File: src/cocr_defs.vh
// Purpose: constants for the clock output control register bank
// Assumes: byte offsets are register indexes on the serial bus
// Notes:   reset values are the power-up defaults of each writable byte
`ifndef COCR_DEFS_VH
`define COCR_DEFS_VH
`define COCR_OFS_PCI_GATE      8'h02
`define COCR_OFS_FPCI_48M      8'h03
`define COCR_OFS_HUB_GATE      8'h04
`define COCR_OFS_SPREAD_DELAY  8'h05
`define COCR_OFS_SIGNATURE     8'h06
`define COCR_OFS_RESERVED      8'h07
`define COCR_OFS_FB_DIV        8'h08
`define COCR_OFS_REF_DIV       8'h09
`define COCR_RST_PCI_GATE      8'h7F
`define COCR_RST_FPCI_48M      8'hC7
`define COCR_RST_HUB_GATE      8'h3F
`define COCR_RST_SPREAD_DELAY  8'h40
`define COCR_RST_FB_DIV        8'h00
`define COCR_RST_REF_DIV       8'h00
`define COCR_WMASK_HUB_GATE    8'hBF
`define COCR_WMASK_SPREAD      8'hF5
`define COCR_WMASK_DIV         8'h7F
`define COCR_SLAVE_ADDR7       7'h69
`define COCR_REG_COUNT         10
`endif

File: src/cocr_gate_sync.v
// Purpose: per-output gate that changes only while the clock is low
// Assumes: clk_in levels are sampled on clk
// Notes:   keeps enable changes from chopping a pulse
`timescale 1ns/1ps
`default_nettype none
module cocr_gate_sync #(
   parameter N = 8
) (
   input  wire         clk,
   input  wire         rst,
   input  wire [N-1:0] clk_in,
   input  wire [N-1:0] en_req,
   output reg  [N-1:0] en_applied
);
   reg [N-1:0] s1_reg;
   reg [N-1:0] s2_reg;
   genvar i;
   generate
      for (i = 0; i < N; i = i + 1)
      begin : g_bit
         always @(posedge clk or posedge rst)
         begin
            if (rst)
            begin
               s1_reg[i]     <= 1'b0;
               s2_reg[i]     <= 1'b0;
               en_applied[i] <= 1'b1;
            end
            else
            begin
               s1_reg[i] <= clk_in[i];
               s2_reg[i] <= s1_reg[i];
               if (!s2_reg[i])
                  en_applied[i] <= en_req[i];
            end
         end
      end
   endgenerate
endmodule // cocr_gate_sync
`default_nettype wire

File: src/cocr_regs.v
// Purpose: serial-bus control bytes 2..9 of a clock synthesizer
// Assumes: two-wire slave pins; scl/sda sampled by two flops on clk
// Notes:   block write with command and byte count bytes; block read without them
// Notes on behaviour
// - byte2 bit7 reference strength, 0 high
// - byte2 bits6..0 gate seven PCI outputs
// - byte3 bits7,6 gate dot and USB
// - byte3 bits5..3 make free PCI stoppable
// - byte3 bits2..0 gate free PCI outputs
// - byte4 bit7 spread high select bit
// - byte4 bits5..0 enable six hub outputs
// - byte5 bits7,6 spread mid/low bits
// - byte5 bits5,4 hub input delay setting
// - byte5 bit2 slows dot edges 15%
// - byte5 bit0 slows USB edges
// - bytes 2,3 read back as written; byte4 bit6 and byte5 bits3,1 read 0
// - byte6 read-only revision and vendor code
// - signature writes acked and discarded
// - byte8 bits6..0 feedback divider value
// - byte9 bits6..1 reference divider value
// - byte9 bit0 selects ROM or programmed dividers
// - derived clocks keep ratios to CPU
// - spread code chooses down or center profile
// - command and count bytes, then data from 0
// - answer own address only; keep values
`timescale 1ns/1ps
`default_nettype none
`include "cocr_defs.vh"
module cocr_regs #(
   parameter [7:0] REVISION    = 8'h05, // arbitrary value
   parameter [7:0] VENDOR_CODE = 8'h0A  // arbitrary value
) (
   input  wire        clk,
   input  wire        rst,
   input  wire        scl_in,
   input  wire        sda_in,
   output reg         sda_out,
   output reg         sda_oe,
   input  wire        pci_clock_stop_n,
   input  wire [6:0]  pci_clk_raw,
   input  wire [2:0]  free_pci_clk_raw,
   input  wire        dot_clock_48m_raw,
   input  wire        usb_clock_48m_raw,
   input  wire [5:0]  hub_clock_66m_raw,
   output reg         ref_low_strength,
   output reg  [6:0]  pci_enable,
   output reg  [2:0]  free_pci_enable,
   output reg         dot_clock_48m_enable,
   output reg         usb_clock_48m_enable,
   output reg  [5:0]  hub_clock_66m_enable,
   output reg  [2:0]  spread_select,
   output reg         spread_center,
   output reg  [1:0]  hub_input_delay,
   output reg         dot_slow_edge,
   output reg         usb_slow_edge,
   output reg  [6:0]  feedback_divider_bits,
   output reg  [5:0]  reference_divider_bits,
   output reg         divider_source_select
);
   localparam [5:0] ST_IDLE = 6'h01;
   localparam [5:0] ST_ADDR = 6'h02;
   localparam [5:0] ST_RX   = 6'h04;
   localparam [5:0] ST_ACK  = 6'h08;
   localparam [5:0] ST_TX   = 6'h10;
   localparam [5:0] ST_RACK = 6'h20;

   reg [7:0] pci_gate_reg;
   reg [7:0] fpci_reg;
   reg [7:0] hub_reg;
   reg [7:0] spread_reg;
   reg [7:0] fb_reg;
   reg [7:0] ref_reg;
   reg [1:0] scl_s_reg;
   reg [1:0] sda_s_reg;
   reg       scl_d_reg;
   reg       sda_d_reg;
   reg [5:0] st_reg;
   reg [3:0] bit_reg;
   reg [7:0] sh_reg;
   reg [1:0] phase_reg;
   reg       rd_reg;
   reg [7:0] idx_reg;
   reg [7:0] tx_reg;
   reg       nack_reg;
   reg [7:0] rd_data;

   wire scl = scl_s_reg[1];
   wire sda = sda_s_reg[1];
   wire scl_rise = scl & ~scl_d_reg;
   wire scl_fall = ~scl & scl_d_reg;
   wire start_c = scl & scl_d_reg & sda_d_reg & ~sda;
   wire stop_c  = scl & scl_d_reg & ~sda_d_reg & sda;
   wire [7:0] rx_byte = {sh_reg[6:0], sda};

   always @*
   begin
      case (idx_reg)
         `COCR_OFS_PCI_GATE:     rd_data = pci_gate_reg;
         `COCR_OFS_FPCI_48M:     rd_data = fpci_reg;
         `COCR_OFS_HUB_GATE:     rd_data = hub_reg;
         `COCR_OFS_SPREAD_DELAY: rd_data = spread_reg;
         `COCR_OFS_SIGNATURE:
            rd_data = {REVISION[3:0], VENDOR_CODE[3:0]};
         `COCR_OFS_FB_DIV:       rd_data = fb_reg;
         `COCR_OFS_REF_DIV:      rd_data = ref_reg;
         default:                rd_data = 8'h00;
      endcase
   end

   always @(posedge clk or posedge rst)
   begin
      if (rst)
      begin
         scl_s_reg <= 2'h3;
         sda_s_reg <= 2'h3;
         scl_d_reg <= 1'b1;
         sda_d_reg <= 1'b1;
      end
      else
      begin
         scl_s_reg <= {scl_s_reg[0], scl_in};
         sda_s_reg <= {sda_s_reg[0], sda_in};
         scl_d_reg <= scl;
         sda_d_reg <= sda;
      end
   end

   always @(posedge clk or posedge rst)
   begin
      if (rst)
      begin
         pci_gate_reg <= `COCR_RST_PCI_GATE;
         fpci_reg     <= `COCR_RST_FPCI_48M;
         hub_reg      <= `COCR_RST_HUB_GATE;
         spread_reg   <= `COCR_RST_SPREAD_DELAY;
         fb_reg       <= `COCR_RST_FB_DIV;
         ref_reg      <= `COCR_RST_REF_DIV;
         st_reg       <= ST_IDLE;
         bit_reg      <= 4'h0;
         sh_reg       <= 8'h00;
         phase_reg    <= 2'h0;
         rd_reg       <= 1'b0;
         idx_reg      <= 8'h00;
         tx_reg       <= 8'h00;
         nack_reg     <= 1'b0;
         sda_out      <= 1'b0;
         sda_oe       <= 1'b0;
      end
      else if (start_c)
      begin
         st_reg  <= ST_ADDR;
         bit_reg <= 4'h0;
         sda_oe  <= 1'b0;
      end
      else if (stop_c)
      begin
         st_reg <= ST_IDLE;
         sda_oe <= 1'b0;
      end
      else
      begin
         case (st_reg)
            ST_IDLE:
               sda_oe <= 1'b0;
            ST_ADDR, ST_RX:
               if (scl_rise)
               begin
                  sh_reg  <= rx_byte;
                  bit_reg <= bit_reg + 4'h1;
                  if (bit_reg == 4'h7)
                  begin
                     bit_reg <= 4'h0;
                     st_reg  <= ST_ACK;
                     if (st_reg == ST_ADDR)
                     begin
                        nack_reg  <= (rx_byte[7:1] != `COCR_SLAVE_ADDR7);
                        rd_reg    <= rx_byte[0];
                        phase_reg <= rx_byte[0] ? 2'h2 : 2'h0;
                        idx_reg   <= 8'h00;
                     end
                     else
                     begin
                        nack_reg <= 1'b0;
                        if (phase_reg != 2'h2)
                           phase_reg <= phase_reg + 2'h1;
                        else
                        begin
                           idx_reg <= idx_reg + 8'h01;
                           case (idx_reg)
                              `COCR_OFS_PCI_GATE:
                                 pci_gate_reg <= rx_byte;
                              `COCR_OFS_FPCI_48M:
                                 fpci_reg <= rx_byte;
                              `COCR_OFS_HUB_GATE:
                                 hub_reg <= rx_byte &
                                    `COCR_WMASK_HUB_GATE;
                              `COCR_OFS_SPREAD_DELAY:
                                 spread_reg <= rx_byte &
                                    `COCR_WMASK_SPREAD;
                              `COCR_OFS_FB_DIV:
                                 fb_reg <= rx_byte &
                                    `COCR_WMASK_DIV;
                              `COCR_OFS_REF_DIV:
                                 ref_reg <= rx_byte &
                                    `COCR_WMASK_DIV;
                              default:
                                 fb_reg <= fb_reg;
                           endcase
                        end
                     end
                  end
               end
            ST_ACK:
               if (scl_fall)
               begin
                  if (!sda_oe && phase_reg != 2'h3)
                  begin
                     sda_oe  <= ~nack_reg;
                     sda_out <= 1'b0;
                  end
                  else if (rd_reg && phase_reg[1])
                  begin
                     tx_reg  <= rd_data;
                     sda_out <= rd_data[7];
                     sda_oe  <= 1'b1;
                     idx_reg <= idx_reg + 8'h01;
                     st_reg  <= ST_TX;
                  end
                  else
                  begin
                     sda_oe <= 1'b0;
                     st_reg <= nack_reg ? ST_IDLE : ST_RX;
                  end
               end
            ST_TX:
               if (scl_fall)
               begin
                  bit_reg <= bit_reg + 4'h1;
                  if (bit_reg == 4'h7)
                  begin
                     bit_reg <= 4'h0;
                     sda_oe  <= 1'b0;
                     st_reg  <= ST_RACK;
                  end
                  else
                  begin
                     tx_reg  <= {tx_reg[6:0], 1'b0};
                     sda_out <= tx_reg[6];
                  end
               end
            ST_RACK:
               if (scl_rise)
               begin
                  if (sda)
                     st_reg <= ST_IDLE;
                  else
                  begin
                     tx_reg    <= rd_data;
                     st_reg    <= ST_ACK;
                     phase_reg <= 2'h3; // host ack: next byte, no drive
                  end
               end
            default:
               st_reg <= ST_IDLE;
         endcase
      end
   end

   wire [6:0] pci_en_w;
   wire [2:0] fpci_en_w;
   wire [1:0] m48_en_w;
   wire [5:0] hub_en_w;
   reg  [1:0] pci_stop_s_reg;
   wire [2:0] fpci_req = fpci_reg[2:0] &
      ~(fpci_reg[5:3] & {3{~pci_stop_s_reg[1]}});

   always @(posedge clk or posedge rst)
   begin
      if (rst)
         pci_stop_s_reg <= 2'h3;
      else
         pci_stop_s_reg <= {pci_stop_s_reg[0], pci_clock_stop_n};
   end

   cocr_gate_sync #(.N(18)) u_gate (
      .clk        (clk),
      .rst        (rst),
      .clk_in     ({pci_clk_raw, free_pci_clk_raw, dot_clock_48m_raw,
                    usb_clock_48m_raw, hub_clock_66m_raw}),
      .en_req     ({pci_gate_reg[6:0], fpci_req, fpci_reg[7:6],
                    hub_reg[5:0]}),
      .en_applied ({pci_en_w, fpci_en_w, m48_en_w, hub_en_w})
   );

   always @(posedge clk or posedge rst)
   begin
      if (rst)
      begin
         ref_low_strength       <= 1'b0;
         pci_enable             <= 7'h7F;
         free_pci_enable        <= 3'h7;
         dot_clock_48m_enable   <= 1'b1;
         usb_clock_48m_enable   <= 1'b1;
         hub_clock_66m_enable   <= 6'h3F;
         spread_select          <= 3'h1;
         spread_center          <= 1'b0;
         hub_input_delay        <= 2'h0;
         dot_slow_edge          <= 1'b0;
         usb_slow_edge          <= 1'b0;
         feedback_divider_bits  <= 7'h00;
         reference_divider_bits <= 6'h00;
         divider_source_select  <= 1'b0;
      end
      else
      begin
         ref_low_strength       <= pci_gate_reg[7];
         pci_enable             <= pci_en_w;
         free_pci_enable        <= fpci_en_w;
         dot_clock_48m_enable   <= m48_en_w[1];
         usb_clock_48m_enable   <= m48_en_w[0];
         hub_clock_66m_enable   <= hub_en_w;
         spread_select <= {hub_reg[7], spread_reg[7:6]};
         spread_center          <= hub_reg[7];
         hub_input_delay        <= spread_reg[5:4];
         dot_slow_edge          <= spread_reg[2];
         usb_slow_edge          <= spread_reg[0];
         feedback_divider_bits  <= fb_reg[6:0];
         reference_divider_bits <= ref_reg[6:1];
         divider_source_select  <= ref_reg[0];
      end
   end
endmodule // cocr_regs
`default_nettype wire

File: config.mk
export PLATFORM = sky130hd
export DESIGN_NAME = cocr_regs
export DESIGN_NICKNAME = d
export VERILOG_FILES = /design/src/cocr_gate_sync.v /design/src/cocr_regs.v
export VERILOG_INCLUDE_DIRS = /design/src
export SDC_FILE = /design/constraint.sdc
export NUM_CORES = 1
export LEC_CHECK = 0
export BUFFER_PORTS_ARGS = -buffer_cell sky130_fd_sc_hd__buf_2
export CORE_MARGIN = 3
export CORE_UTILIZATION = 40
export DETAILED_ROUTE_END_ITERATION = 10
export GPL_TIMING_DRIVEN = 1
export SETUP_SLACK_MARGIN = 0.4
export SLEW_MARGIN = 20
export SYNTH_ARGS = -nofsm -noshare
export SYNTH_HDL_FRONTEND = slang
export SYNTH_SLANG_ARGS = --single-unit
File: constraint.sdc
create_clock -name clk -period 7.3 [get_ports clk]
set_input_delay 1.46 -clock clk [delete_from_list [all_inputs] [get_ports clk]]
set_output_delay 1.46 -clock clk [all_outputs]
set_load 0.1 [all_outputs]
==> flow_summary_export.csv <==
group,metric,value,unit
clock_network,clock_sinks,183,
critical_path,worstPathMaxFanout,11,
synth,syn_inst,535,
drt,wirelength,15490,um
clock_network,cts-htree-levels,4,
critical_path,required,7.60,ns
synth,yosys_register_bits,183,
clock_network,post_cts_resize_count,0,
status,outcome,"finished, final reports clean",
final_layout,fin_util,47.53,%
die,io_pins,66,
global_route,grt_pass1_vias,4739,
synth,yosys.area_share.adder,1.213,%
synth,synth_edf_count,0,
die,dieArea,19700,um^2
clock_network,clkSlewWorstSetupHoldPaths,0.06,ns
pwr,ir_worst_vdd,0.0001683,V
final_layout,diodes,0,
global_route,grt_pass1_wl,25460,um
critical_path,ff2ff_path_depth,5,
sta,skew,0.008988,ns
min_path,hold_class,"register to register",
sta,finalSetupViolCount,0,
clock_network,worstSkewPairLatency,0.42,ns
die,die_x,140.4,um
place,hpwl,10210,um
critical_path,cp-end-kind,"register",
die,die_h,140.4,um
die,core-area,17480,um^2
job,cap_violations,0,
sta,rsz0062_at_grt,"no",
drt,final_antenna_net_count,0,
sta,drv_slew,0,
die,start_util,41.32,%
sta,fin_setup_tns,0,ns
sta,fmax,0.3289,GHz
clock_network,cts_tree,"yes",
drt,vias_per_cell,5.444,
sta,hold_violations,0,
drt,firstDrtPassIters,7,
synth,synth-simple-area-share,9.875,%
place,gp_congestion,0.8679,
sta,max_slew_margin,35.30,%
final_layout,nets,623,
sta,period_needed,3.040,ns
synth,synth-xor-area-share,0.3638,%
final_layout,final_cell_mix,"118 x dfrtp_1, 65 x dfstp_2, 65 x buf_2, 62 x mux2_2, 28 x o21ai_0",
die,placementRows,48,
global_route,grt_max_degree,116,
synth,synth_compound_area_share,9.529,%
min_path,holdPathStages,0,
global_route,grt-ovfl-total,0,
clock_network,numCtsBuffers,17,
sta,whs,0.3470,ns
synth,ys_warn_count,0,
clock_network,cts-hold-fix-buffers,0,
critical_path,startpoint_type,"register",
critical_path,path_class,"register to register",
pwr,power_density,258.9,nW/um^2
sta,min_period_over_period,41.65,%
synth,synth.distinct_cells,67,
clock_network,clock-root-buffer,"clkbuf_16",
synth,synth_fp_nets,565,
critical_path,critPathArrivalTime,3.34,ns
global_route,antenna_found_initial,0,
final_layout,fillers,1555,
drt,drc,0,
synth,muxShareOfSynthArea,12.25,%
global_route,grt_util_all_layers,16.42,%
drt,vias,4524,
place,dp_cells,799,
final_layout,final_common_cell,"dfrtp_1",
final_layout,fin_cells,831,
clock_network,cts_buffer_depth,2,
synth,synth_top_family_by_area,"multiplexers",
clock_network,postCtsSetupRepairBufs,0,
synth,synthArstFlopShare,100.0,%
synth,ys_seq_area_share,64.54,%
synth,synth_ff_type,"dfrtp_1",
final_layout,synthToLayoutAreaGrowth,15.02,%
drt,drt-initial-drc-count,294,
synth,syn_avg_cell_area,13.50,um^2
pwr,power,2.150,mW
sta,tightest_slew,0.9705,ns
pwr,p_leak,3.746,nW
final_layout,drive_above_1_share,39.77,%
place,portBuffers,65,
synth,syn-cell-area,7222,um^2
drt,wire_per_inst,18.64,um
==> cell usage after synthesis, types with 7 or more instances <==
master      n  area [um^2]
and3_1      7        43.79
nor2_1     16        60.06
inv_1       8        30.03
o31ai_1     7        52.55
nand2_1    27        101.4
clkbuf_1   16        60.06
dfrtp_1   118         2953
dfstp_2    65         1708
mux2_1     13        146.4
a22oi_1    10        75.07
ha_1        7        87.58
mux2_2     62        698.2
nor3_1      9        45.04
a21oi_1    20        100.1
nand3_1    13        65.06
o21ai_0    28        140.1
==> power by group <==
group | internal (mW) | switching (mW)
Combinational | 0.0518 | 0.116
Sequential | 1.04 | 0.0323
Clock | 0.534 | 0.372
Total | 1.63 | 0.520
==> per-stage QoR <==
stage	setup slack, ns	instance area, um^2
after floorplan	0.9756	7222
after global placement	4.141	7714
after detailed placement	4.062	7714
after CTS	4.293	8307
after global routing	4.124	8307
final	4.260	8307
==> cell type report <==
class / count / area [um^2] / share of cell area (%)
inverters: 9 / 38.79 / 0.4669
clock inverters: 10 / 118.9 / 1.431
clock buffers: 22 / 474.2 / 5.709
well taps: 225 / 281.5 / 3.389
repair buffers: 66 / 332.8 / 4.007
flip-flops and latches: 183 / 4661 / 56.11
multi-input cells: 316 / 2400 / 28.89
==> critical path, cell delays in order, from the launching register on <==
cell and delay [ns]:
dfrtp_1 0.49, or3_4 0.44, or4_1 0.78, nor4_4 0.33, and3_1 0.49, mux2_1 0.38
==> kinds of logic (layout without fill, tap and decap cells) <==
group / count (synthesis) / after routing
adder cells (fa/ha/maj): 7 / 7
flip-flops: 183 / 183
buffers and inverters: 36 / 107
AO/OA/AOI/OAI: 103 / 103
multiplexers: 79 / 79
XOR/XNOR: 3 / 3
AND/OR/NAND/NOR: 124 / 124
==> path summary, 6_finish.rpt <==
check                                  from          endpoint  slack (ns)
max                               st_reg[4]        hub_reg[7]        4.26
min                        u_gate.s1_reg[8]  u_gate.s2_reg[8]        0.35
max reg2reg                       st_reg[4]        hub_reg[7]        4.26
min reg2reg                u_gate.s1_reg[8]  u_gate.s2_reg[8]        0.35
max in group asynchronous               rst  u_gate.s2_reg[7]        4.63
min in group asynchronous               rst  u_gate.s2_reg[9]        1.26
==> routing by layer <==
metal	up-vias	global-route usage (%)	share of wire [%]
met5	-	0	0
met1	2322	22.29	46
met3	15	4.131	5.3
met2	125	26.03	48
li1	2062	-	-
met4	0	5.252	1.3
Note: power is estimated with default switching activity, not from simulation.
